### src/hw/pcstx_params.svh
// constants of the 10G PCS transmit path: codes, marks, reset values
// assumes inclusion by the top design file and by the bench only
`ifndef PCSTX_PARAMS_SVH
`define PCSTX_PARAMS_SVH

// xgmii control characters
`define PCSTX_CH_IDLE    8'h07
`define PCSTX_CH_START   8'hfb
`define PCSTX_CH_TERM    8'hfd
`define PCSTX_CH_ERR     8'hfe

// 64b/66b block types and 7-bit control codes
`define PCSTX_BT_IDLE    8'h1e
`define PCSTX_BT_START   8'h78
`define PCSTX_BT_TERM0   8'h87
`define PCSTX_BT_TERM1   8'h99
`define PCSTX_BT_TERM2   8'haa
`define PCSTX_BT_TERM3   8'hb4
`define PCSTX_BT_TERM4   8'hcc
`define PCSTX_BT_TERM5   8'hd2
`define PCSTX_BT_TERM6   8'he1
`define PCSTX_BT_TERM7   8'hff
`define PCSTX_CC_ERR     7'h1e

// sync header, bit 0 leaves first
`define PCSTX_SYNC_DATA  2'b10
`define PCSTX_SYNC_CTRL  2'b01

// scrambler taps (state bit index) and reset value
`define PCSTX_SCR_TAP_A  38
`define PCSTX_SCR_TAP_B  57
`define PCSTX_SCR_INIT   58'h3ffffffffffffff

// fifo: 8 units of 72 bits, 4-bit pointers
`define PCSTX_FIFO_DEPTH 4'h8
`define PCSTX_DEL_STD    4'h6
`define PCSTX_DEL_AGR    4'h4

// gearbox: 96-bit buffer, load limit, hunger mark, word width
`define PCSTX_GB_LOAD    7'h1e
`define PCSTX_GB_HUNGRY  7'h20
`define PCSTX_GB_WORD    7'h10

`endif

### src/hw/pcstx_pkg.sv
// types shared by the transmit path modules
// assumes pcstx_params.svh on the include path
package pcstx_pkg;

	typedef struct packed {
		logic [3:0]  ctrl;
		logic [31:0] data;
	} pcstx_xfer_t;

	// two transfers, lane 0 of lo is the first byte
	typedef struct packed {
		pcstx_xfer_t hi;
		pcstx_xfer_t lo;
	} pcstx_unit_t;

	typedef struct packed {
		logic [63:0] payload;
		logic [1:0]  sync;
	} pcstx_code_t;

	typedef struct packed {
		logic [57:0] state;
		logic [63:0] out;
	} pcstx_scr_t;

	typedef enum logic [1:0] {
		FRM_GAP = 2'b01,
		FRM_PKT = 2'b10
	} pcstx_frm_t;

endpackage : pcstx_pkg

### src/hw/pcstx_top.sv
// transmit path: ddr capture, rate-matching fifo, 64b/66b, gearbox
// assumes all pins asynchronous to mclk and slow against it (<= 25 MHz)
`include "pcstx_params.svh"
module pcstx_top (
	input  wire logic        mclk,
	input  wire logic        arst_n,
	input  wire logic        testMode,
	input  wire logic        ipgModeSelect,
	input  wire logic        txDdrClock,
	input  wire logic [31:0] txWordIn,
	input  wire logic [3:0]  txByteCtrlIn,
	input  wire logic        lineTxRefClock,
	output logic             lineTxClock,
	output logic [15:0]      lineTxWord
);
	import pcstx_pkg::*;

	// =====================================================
	// helpers
	function automatic logic hasChar(input pcstx_unit_t u,
		input logic [7:0] ch);
		logic [63:0] d;
		logic [7:0]  c;
		logic        hit;
		d = {u.hi.data, u.lo.data};
		c = {u.hi.ctrl, u.lo.ctrl};
		hit = 1'b0;
		for (int i = 0; i < 8; i++) begin
			hit = hit | (c[i] & (d[8*i +: 8] == ch));
		end
		return hit;
	endfunction : hasChar

	function automatic logic allIdle(input pcstx_unit_t u);
		logic [63:0] d;
		logic        ok;
		d = {u.hi.data, u.lo.data};
		ok = ({u.hi.ctrl, u.lo.ctrl} == 8'hff);
		for (int i = 0; i < 8; i++) begin
			ok = ok & (d[8*i +: 8] == `PCSTX_CH_IDLE);
		end
		return ok;
	endfunction : allIdle

	function automatic pcstx_frm_t nextFrame(input pcstx_frm_t s,
		input pcstx_unit_t u);
		pcstx_frm_t r;
		r = s;
		if (hasChar(u, `PCSTX_CH_TERM)) begin
			r = FRM_GAP;
		end else if (hasChar(u, `PCSTX_CH_START)) begin
			r = FRM_PKT;
		end
		return r;
	endfunction : nextFrame

	function automatic logic [7:0] termType(input logic [2:0] k);
		logic [7:0] t;
		unique case (k)
			3'h0: t = `PCSTX_BT_TERM0;
			3'h1: t = `PCSTX_BT_TERM1;
			3'h2: t = `PCSTX_BT_TERM2;
			3'h3: t = `PCSTX_BT_TERM3;
			3'h4: t = `PCSTX_BT_TERM4;
			3'h5: t = `PCSTX_BT_TERM5;
			3'h6: t = `PCSTX_BT_TERM6;
			3'h7: t = `PCSTX_BT_TERM7;
		endcase
		return t;
	endfunction : termType

	// data, idle, start in lane 0 and terminate blocks; rest is error
	function automatic pcstx_code_t encode(input pcstx_unit_t u);
		logic [63:0] d;
		logic [7:0]  c;
		logic [63:0] p;
		logic        ok;
		logic        found;
		pcstx_code_t r;
		d = {u.hi.data, u.lo.data};
		c = {u.hi.ctrl, u.lo.ctrl};
		found = 1'b0;
		p = '0;
		r.sync = `PCSTX_SYNC_CTRL;
		r.payload = {{8{`PCSTX_CC_ERR}}, `PCSTX_BT_IDLE};
		if (c == 8'h00) begin
			r.sync = `PCSTX_SYNC_DATA;
			r.payload = d;
		end else if (allIdle(u)) begin
			r.payload = {56'h0, `PCSTX_BT_IDLE};
		end else if (c == 8'h01 && d[7:0] == `PCSTX_CH_START) begin
			r.payload = {d[63:8], `PCSTX_BT_START};
		end else begin
			for (int k = 0; k < 8; k++) begin
				ok = c[k] & (d[8*k +: 8] == `PCSTX_CH_TERM);
				for (int j = 0; j < 8; j++) begin
					if (j < k) begin
						ok = ok & ~c[j];
					end else if (j > k) begin
						ok = ok & c[j] & (d[8*j +: 8] == `PCSTX_CH_IDLE);
					end
				end
				if (ok && !found) begin
					p = '0;
					for (int j = 0; j < k; j++) begin
						p[8*(j+1) +: 8] = d[8*j +: 8];
					end
					p[7:0] = termType(3'(k));
					r.payload = p;
					found = 1'b1;
				end
			end
		end
		return r;
	endfunction : encode

	function automatic pcstx_scr_t scramble(input logic [63:0] din,
		input logic [57:0] s0);
		pcstx_scr_t r;
		logic       b;
		r.state = s0;
		r.out = '0;
		for (int i = 0; i < 64; i++) begin
			b = din[i] ^ r.state[`PCSTX_SCR_TAP_A]
				^ r.state[`PCSTX_SCR_TAP_B];
			r.out[i] = b;
			r.state = {r.state[56:0], b};
		end
		return r;
	endfunction : scramble

	// =====================================================
	// pin synchronisers
	logic [39:0] syncA;
	logic [39:0] syncB;
	logic        ddrPrev;
	logic        refPrev;
	logic        ddrS;
	logic        refS;
	logic        testS;
	logic        ipgS;
	pcstx_xfer_t xferS;

	always_ff @(posedge mclk or negedge arst_n) begin
		if (!arst_n) begin
			syncA <= '0;
			syncB <= '0;
			ddrPrev <= 1'b0;
			refPrev <= 1'b0;
		end else begin
			syncA <= {txDdrClock, lineTxRefClock, testMode, ipgModeSelect,
				txByteCtrlIn, txWordIn};
			syncB <= syncA;
			ddrPrev <= ddrS;
			refPrev <= refS;
		end
	end

	assign ddrS = syncB[39];
	assign refS = syncB[38];
	assign testS = syncB[37];
	assign ipgS = syncB[36];
	assign xferS = syncB[35:0];

	// =====================================================
	// ddr input register: rising edge then falling edge
	pcstx_xfer_t loHold;
	pcstx_unit_t unitIn;
	logic        unitStb;

	always_ff @(posedge mclk or negedge arst_n) begin
		if (!arst_n) begin
			loHold <= '0;
			unitIn <= '0;
			unitStb <= 1'b0;
		end else begin
			unitStb <= 1'b0;
			if (ddrS && !ddrPrev) begin
				loHold <= xferS;
			end
			if (!ddrS && ddrPrev) begin
				unitIn <= '{hi: xferS, lo: loHold};
				unitStb <= 1'b1;
			end
		end
	end

	// =====================================================
	// fifo with idle deletion on the write side
	logic [3:0]  wrPtr;
	logic [3:0]  rdPtr;
	logic [3:0]  fill;
	logic [3:0]  delMark;
	logic        doWrite;
	logic        doRead;
	pcstx_frm_t  wrFrm;
	pcstx_unit_t ramData;

	assign fill = wrPtr - rdPtr;
	// aggressive mode trims the gap early, standard only near full
	assign delMark = ipgS ? `PCSTX_DEL_AGR : `PCSTX_DEL_STD;
	assign doWrite = unitStb && fill != `PCSTX_FIFO_DEPTH
		&& !(wrFrm == FRM_GAP && allIdle(unitIn)
		&& fill >= delMark);

	always_ff @(posedge mclk or negedge arst_n) begin
		if (!arst_n) begin
			wrPtr <= '0;
			wrFrm <= FRM_GAP;
		end else if (unitStb) begin
			wrFrm <= nextFrame(wrFrm, unitIn);
			if (doWrite) begin
				wrPtr <= wrPtr + 4'h1;
			end
		end
	end

	pcstx_ram u_ram (
		.mclk   (mclk),
		.arst_n (arst_n),
		.wrEn   (doWrite),
		.wrAddr (wrPtr[2:0]),
		.wrData (unitIn),
		.rdEn   (doRead),
		.rdAddr (rdPtr[2:0]),
		.rdData (ramData)
	);

	// =====================================================
	// encoder and scrambler, idle insertion on the read side
	logic        codeValid;
	pcstx_code_t codeWord;
	logic [57:0] scrState;
	logic        rdPending;
	logic        fillPending;
	pcstx_frm_t  rdFrm;
	logic [95:0] gbBuf;
	logic [6:0]  gbCount;
	logic        gbLoad;
	logic        gbTake;
	pcstx_unit_t fillUnit;
	pcstx_unit_t encIn;
	pcstx_code_t encOut;
	pcstx_scr_t  scrOut;
	logic        fetch;

	assign fetch = !codeValid && !rdPending && !fillPending;
	assign doRead = fetch && fill != 4'h0;
	// underrun inside a frame cannot be hidden, so flag it as error
	assign fillUnit = (rdFrm == FRM_GAP)
		? {2{4'hf, {4{`PCSTX_CH_IDLE}}}}
		: {2{4'hf, {4{`PCSTX_CH_ERR}}}};
	assign encIn = fillPending ? fillUnit : ramData;
	assign encOut = encode(encIn);
	assign scrOut = scramble(encOut.payload, scrState);

	always_ff @(posedge mclk or negedge arst_n) begin
		if (!arst_n) begin
			rdPtr <= '0;
			rdPending <= 1'b0;
			fillPending <= 1'b0;
			rdFrm <= FRM_GAP;
			codeValid <= 1'b0;
			codeWord <= '0;
			scrState <= `PCSTX_SCR_INIT;
		end else begin
			rdPending <= doRead;
			fillPending <= fetch && fill == 4'h0
				&& gbCount < `PCSTX_GB_HUNGRY;
			if (doRead) begin
				rdPtr <= rdPtr + 4'h1;
			end
			if (rdPending) begin
				rdFrm <= nextFrame(rdFrm, ramData);
			end
			if (rdPending || fillPending) begin
				codeWord <= '{payload: scrOut.out,
					sync: encOut.sync};
				scrState <= scrOut.state;
				codeValid <= 1'b1;
			end else if (gbLoad) begin
				codeValid <= 1'b0;
			end
		end
	end

	// =====================================================
	// gearbox and line output on reference clock edges
	assign gbLoad = codeValid && gbCount <= `PCSTX_GB_LOAD;
	assign gbTake = refS && !refPrev && gbCount >= `PCSTX_GB_WORD;

	always_ff @(posedge mclk or negedge arst_n) begin
		if (!arst_n) begin
			gbBuf <= '0;
			gbCount <= '0;
		end else begin
			unique case ({gbTake, gbLoad})
				2'b10: begin
					gbBuf <= gbBuf >> 16;
					gbCount <= gbCount - `PCSTX_GB_WORD;
				end
				2'b01: begin
					gbBuf <= gbBuf | ({30'h0, codeWord} << gbCount);
					gbCount <= gbCount + 7'h42;
				end
				2'b11: begin
					gbBuf <= (gbBuf >> 16) | ({30'h0, codeWord}
						<< (gbCount - `PCSTX_GB_WORD));
					gbCount <= gbCount + 7'h32;
				end
				2'b00: begin
					gbBuf <= gbBuf;
				end
			endcase
		end
	end

	always_ff @(posedge mclk or negedge arst_n) begin
		if (!arst_n) begin
			lineTxClock <= 1'b0;
			lineTxWord <= '0;
		end else begin
			lineTxClock <= refS;
			if (refS && !refPrev) begin
				if (testS) begin
					lineTxWord <= ~lineTxWord;
				end else if (gbTake) begin
					lineTxWord <= gbBuf[15:0];
				end
			end
		end
	end

endmodule : pcstx_top

### src/hw/pcstx_ram.sv
// fifo storage: 8 words of one transfer pair, registered read data
// assumes one writer and one reader on mclk, pointers kept outside
module pcstx_ram (
	input  wire logic                 mclk,
	input  wire logic                 arst_n,
	input  wire logic                 wrEn,
	input  wire logic [2:0]           wrAddr,
	input  wire pcstx_pkg::pcstx_unit_t wrData,
	input  wire logic                 rdEn,
	input  wire logic [2:0]           rdAddr,
	output pcstx_pkg::pcstx_unit_t    rdData
);
	import pcstx_pkg::*;

	pcstx_unit_t mem [0:7];

	always_ff @(posedge mclk) begin
		if (wrEn) begin
			mem[wrAddr] <= wrData;
		end
	end

	always_ff @(posedge mclk or negedge arst_n) begin
		if (!arst_n) begin
			rdData <= '0;
		end else if (rdEn) begin
			rdData <= mem[rdAddr];
		end
	end

endmodule : pcstx_ram

### config.mk
export PLATFORM = sky130hd
export DESIGN_NAME = pcstx_top
export DESIGN_NICKNAME = d
export VERILOG_FILES = /design/src/hw/pcstx_pkg.sv /design/src/hw/pcstx_top.sv /design/src/hw/pcstx_ram.sv
export VERILOG_INCLUDE_DIRS = /design/src /design/src/hw
export SDC_FILE = /design/constraint.sdc
export NUM_CORES = 2
export LEC_CHECK = 0
export ABC_AREA = 1
export BUFFER_PORTS_ARGS = -buffer_cell sky130_fd_sc_hd__buf_4
export CORE_MARGIN = 4
export CORE_UTILIZATION = 53
export DETAILED_ROUTE_END_ITERATION = 8
export HOLD_SLACK_MARGIN = 0.06
export PLACE_DENSITY = 0.74
export SYNTH_ARGS = -nofsm -noshare
export SYNTH_HDL_FRONTEND = slang
export SYNTH_SLANG_ARGS = --single-unit
### constraint.sdc
create_clock -name mclk -period 9.9 [get_ports mclk]
set_input_delay 1.98 -clock mclk [delete_from_list [all_inputs] [get_ports mclk]]
set_output_delay 1.98 -clock mclk [all_outputs]
set_load 0.005 [all_outputs]
Yosys cells after proc, flatten, opt, wreduce, memory -nomap -nowiden
Memories as Yosys holds them, arrays and structs flattened. A register that Yosys moved wholly into a read port is not among the register bits.
Cells that the tools add are included.
Storage, ports and cells
  logic and storage cells: 684
  register bits: 449
  memories kept: 1
  bits in writable memories: 576
  output and inout bits: 17
Memories
  u_ram.mem: words 8, width 72, rd ports 1, clocked after Yosys merged registers in 1, wr ports 1, RTL line pcstx_ram.sv:15  | pcstx_unit_t mem [0:7];
Cells by class
  bitwise gates (word level): 306
  muxes and demuxes: 224
  equal/unequal tests: 66
  reduce and logical (&&, ||, !) cells: 51
  add/subtract/negate cells: 6
  order comparisons: 4
  shifts and indexed selects: 2
Operator list (number)
  64-bit two-way mux: 10
  8-bit equality test, second input constant: 43
  96-bit one-hot mux with 3 select lines: 1
  1-bit two-way mux: 201
  66-bit by 7-bit << shifter with 96-bit output: 2
  1-bit bitwise AND: 140
  8-bit by 3-bit equality test with 1-bit output, second input constant: 16
  1-bit bitwise XOR: 128
  80-bit by 96-bit bitwise OR with 96-bit output: 1
  96-bit bitwise OR: 1
  72-bit two-way mux: 1
  68-bit two-way mux: 1
  62-bit two-way mux: 1
  16-bit two-way mux: 2
  1-bit bitwise OR: 28
  1-bit logical AND: 22
  7-bit one-hot mux with 3 select lines: 1
  16-bit inverter: 1
  1-bit zero test: 15
  2-bit two-way mux: 6
  4-bit by 1-bit adder with 4-bit output, second input constant: 2
  8-bit by 1-bit equality test with 1-bit output, second input constant: 1
  8-bit zero test: 1
  2-bit AND reduction: 4
  other kinds (18): 30

Longest topological paths before layout
  depth in word-level cells: 94
  depth in mapped cells: 23

Hierarchy
Synthesis repeated with hierarchy kept, for this count alone.
Second synthesis, totals
  cells, all modules: 6451
  area, all modules: 54566.1 um^2
By module, submodules not included
  pcstx_top: times used 1, cells each 3930, area each 27686.6 um^2, sequential area each 11285.8 um^2
  pcstx_ram: times used 1, cells each 2521, area each 26879.5 um^2, sequential area each 19098.3 um^2

Worst setup path before layout
OpenSTA, ideal clock, no wires.
  path kind: register to register
  start: register rdPtr[1]
  end: memory u_ram.mem[6][0] (netlist bit), enable pin
  stages on the path, launching flop included: 15
  arrival time: 7.179 ns
  library setup time: 0.591 ns
  required time: 9.309 ns
  period minus slack after synthesis: 7.770 ns
  slack: 2.130 ns
  buffers on the path: 1
  path through: dfrtp_1 > clkbuf_1 > clkinv_1 > fa_1 > inv_1 > ha_1 > nand2_1 > nand2_1 > nand2_1 > nand2_1 > nand2_1 > nand2_1 > inv_1 > nand2_1 > nor3_1
Between the ends
  word-level cells in the longest chain between the ends: 7
Ends and longest elaborated chain
  from (decl): RTL line pcstx_top.sv:191  | logic [3:0] rdPtr;
  from (signal assigned): RTL line pcstx_top.sv:271  | rdPtr <= rdPtr + 4'h1;
  4-bit subtractor *: RTL line pcstx_top.sv:199  | assign fill = wrPtr - rdPtr;
  4-bit by 3-bit >= comparator with 1-bit output: RTL line pcstx_top.sv:204  | && fill >= delMark);
  1-bit logical AND: RTL line pcstx_top.sv:204
  1-bit zero test: RTL line pcstx_top.sv:203  | && !(wrFrm == FRM_GAP && allIdle(unitIn)
  1-bit logical AND *: RTL line pcstx_top.sv:202  | assign doWrite = unitStb && fill != `PCSTX_FIFO_DEPTH
  1-bit two-way mux *: RTL line pcstx_ram.sv:18  | if (wrEn) begin
  1-bit two-way mux (not written as such) *: RTL line pcstx_ram.sv:19  | mem[wrAddr] <= wrData;
  to (decl): RTL line pcstx_ram.sv:15
Mark *: on every way between the ends. The rest lies on a longest branch, timed or not.

Worst setup path after layout
  start: register rdPtr[1]
  end: memory u_ram.mem[4][32] (netlist bit), enable pin
Same word-level chain as after synthesis.

==> metrics.yaml <==
sta:
  fin_ws_ns: 4.94
  finalCritPeriodShare_pct: 50.1
  worst_clock_skew_ns: 0.0408
  max_clock_freq_mhz: 202
  slew_viol_final: 0
  finalCriticalPeriod_ns: 4.96
  tightest_slew_ns: 1.22
  fin_tns_setup_ns: 0
  hold_viol: 0
  setup_violations: 0
  relSlewSlack_pct: 17.8
  rsz0062_at_grt: "no"
die:
  rows: 114
  core_mm2: 0.0970
  initial_utilization_pct: 53.7
  fp.dieH_um: 321
  fp.dieW_um: 321
  pin_count: 59
  dieArea_mm2: 0.103
power:
  p_int_mw: 10.8
  p_leak_nw: 23.7
  ir_worst_vdd_v: 0.000222
  seq_power_share_pct: 34.9
  clock_power_share_pct: 21.2
  swShare_pct: 45.6
  power_switching_mw: 9.01
  combPwrFrac_pct: 44.0
  p_per_area_mw_per_mm2: 346
clocking:
  h-tree-depth: 3
  cts.sinks: 1096
  numCtsBuffers: 108
  ctsHoldBuffers: 0
  cts-root-buf: "clkbuf_16"
  clkTransAtPathRegs_ns: 0.06
  clk_latency_ns: 0.72
  post_cts_buffers: 0
  cts-resized-gates: 0
  cts_tree: "yes"
  ctsLongestPathBuffers: 3
logic_synthesis:
  synth_flop_cell: "edfxtp_1"
  synth_edf_count: 576
  ys_seq_area_share_pct: 58.4
  synth_top_family_by_area: "simple AND/OR/NAND/NOR gates"
  synth_simple_gate_area_share_pct: 21.1
  yosysTopAreaCellShare_pct: 33.2
  ys_seq_elements: 1096
  synth_cells: 5673
  synth_cell_type_count: 59
  yosys.area_share.adder_pct: 0.303
  synthArstFlopShare_pct: 47.4
  synth_nets: 5727
  yosys.area.top_type: "edfxtp_1"
  yosys_warnings: 0
  synth.area.mux_share_pct: 2.04
  syn_area_mm2: 0.0520
  synth_compound_area_share_pct: 11.6
  synthTopCellsByArea: "edfxtp_1 (33%), dfrtp_1 (22%), nand2_1 (12%)"
  synthXorXnorAreaFrac_pct: 1.26
  synth_area_per_cell_um2: 9.17
placement:
  portBuffers: 58
  dp.cells: 6747
  dp_hpwl_mm: 105
  place_congestion: 0.994
  dp_slack_ns: 5.01
grt:
  antenna_found_initial: 3
  grtUsageTotal_pct: 30.9
  grt_pass1_vias: 40238
  grt.overflow.total: 0
  grt_pass1_wl_mm: 245
  grt_max_degree: 173
routing:
  drt_wl_total_mm: 160
  first_pass_iters: 9
  wire_per_inst_um: 23.0
  drtIter0Drc: 4850
  via_per_inst: 6.07
  via_count: 42237
  detail-route-antenna-nets: 0
  drc: 0
critical_path:
  endpoint: "u_ram.mem[4][32]"
  crit_required_ns: 10.21
  crit_arrival_ns: 5.27
  reg2regPathDepth: 14
  cp-start-kind: "flip-flop"
  r2r-end: "u_ram.mem[4][32]"
  crit_start: "rdPtr[1]"
  r2r-start: "rdPtr[1]"
  end_kind: "flip-flop"
  cp_max_fo: 53
  r2r_slack_ns: 4.94
  worstSetupPathType: "flip-flop to flip-flop"
finish:
  fin_cells: 6953
  drive_gt1_share_pct: 8.12
  layout.area.seq_mm2: 0.0304
  multi_input_area_mm2: 0.0190
  final_common_cell: "nand2_1"
  final_util_pct: 58.9
  fill_cells: 8208
  fin_nets: 5635
  final_cell_mix: "nand2_1 (1,637), o21ai_0 (615), edfxtp_1 (576)"
  syn2layout_area_growth_pct: 9.72
min_path:
  hold_class: "flip-flop to flip-flop"
flow_run:
  maxCapViolCount: 0
outcome:
  status: "finished, final reports clean"
-- state kept, by name, summed over array words and instances (netlist names), 6 cells and up --
register and cells:
u_ram.rdData 72, gbCount 6, scrState 58, syncA 40
unitIn 72, u_ram.mem 576, loHold 36, codeWord 66
gbBuf 96, syncB 40, lineTxWord 16
-- area by class of cell --
class                      instances  area share (%)
antenna                            1         0.00438
clock buffer                     157            5.53
tap                             1276            2.80
timing repair buffer             122            1.68
inverter                         386            2.55
multi-input combinational       3867            33.3
sequential                      1096            53.2
clock inverter                    48           0.912
-- how the worst min path moves through the flow --
| stage | startpoint | end | slack (ns) | cells after the start |
|---|---|---|---|---|
| 4_1_cts | syncA[37] | syncB[37] | 0.34 | 0 |
| 2_1_floorplan | syncA[0] | syncB[0] | 0.33 | 0 |
| 5_1_grt | syncA[36] | syncB[36] | 0.35 | 0 |
| 6_report | syncA[36] | syncB[36] | 0.34 | 0 |
| 3_3_place_gp | syncA[0] | syncB[0] | 0.33 | 0 |
| 3_5_place_dp | syncA[20] | syncB[20] | 0.33 | 0 |
-- logic make-up (layout without fill, tap and decap cells) --
logic type / after synthesis / after routing
multiplexers: 104 / 104
flip-flops: 1096 / 1096
other: 0 / 1
AO/OA/AOI/OAI: 1041 / 1041
adder cells (fa/ha/maj): 12 / 12
AND/OR/NAND/NOR: 2637 / 2637
buffers and inverters: 710 / 713
XOR/XNOR: 73 / 73
-- metrics by stage --
step	hold slack (ns)	total power, mW	cell area (um2)
6_report	0.344	19.8	57100
5_1_grt	0.345	20.9	57100
4_1_cts	0.345	19.6	57100
3_5_place_dp	0.335	15.4	53400
3_3_place_gp	0.332	15.3	53400
2_1_floorplan	0.331	12.3	52000
-- synth_stat cells (8+ instances only) --
cell type	n
a21oi_1	121
a221oi_1	10
a31oi_1	21
buf_1	35
buf_2	22
buf_6	8
clkbuf_1	254
clkinv_1	9
dfrtp_1	460
dfstp_2	60
edfxtp_1	576
ha_1	11
inv_1	360
inv_2	17
mux2_2	16
mux2i_1	88
nand2_1	1638
nand3_1	403
nand3_2	8
nand3b_1	11
nand4_1	110
nor2_1	361
nor3_1	47
nor4_1	26
o2111ai_1	26
o211ai_1	46
o21ai_0	615
o21ai_1	21
o221ai_1	85
o22ai_1	53
xnor2_1	23
xor2_1	48
-- power by group through the flow --
| stage | sequential (mW) | combinational, mW | clock (mW) |
|---|---|---|---|
| floorplan | 6.53 | 5.80 | 0 |
| global placement | 6.90 | 8.36 | 0 |
| detailed placement | 6.93 | 8.47 | 0 |
| CTS | 6.86 | 8.51 | 4.24 |
| global route | 6.98 | 9.50 | 4.45 |
| finish | 6.89 | 8.69 | 4.19 |
-- critical path, stage by stage, from the launching register on --
cell and delay [ns]:
dfrtp_4 0.72, clkinv_1 0.46, fa_1 0.66, inv_1 0.05, ha_1 0.27, nand2_1 0.07, nand2_1 0.05, nand2_1 0.07
nand2_1 0.06, nand2_1 0.07, nand2_1 0.11, inv_1 0.15, nand2_1 0.25, nor2_4 0.62, buf_4 0.84
-- layer usage --
layer  wire length, um  up-vias  track usage (%)  part of all wire [%]
met5                27        -                0                 0.017
met4              8740        4             14.8                   5.5
met3             13600      472             4.84                   8.5
met2             74700     2105             49.7                    47
met1             63200    20392             41.4                    39
li1                  -    19264                -                     -
No activity file was read; power rests on OpenSTA's default activity.
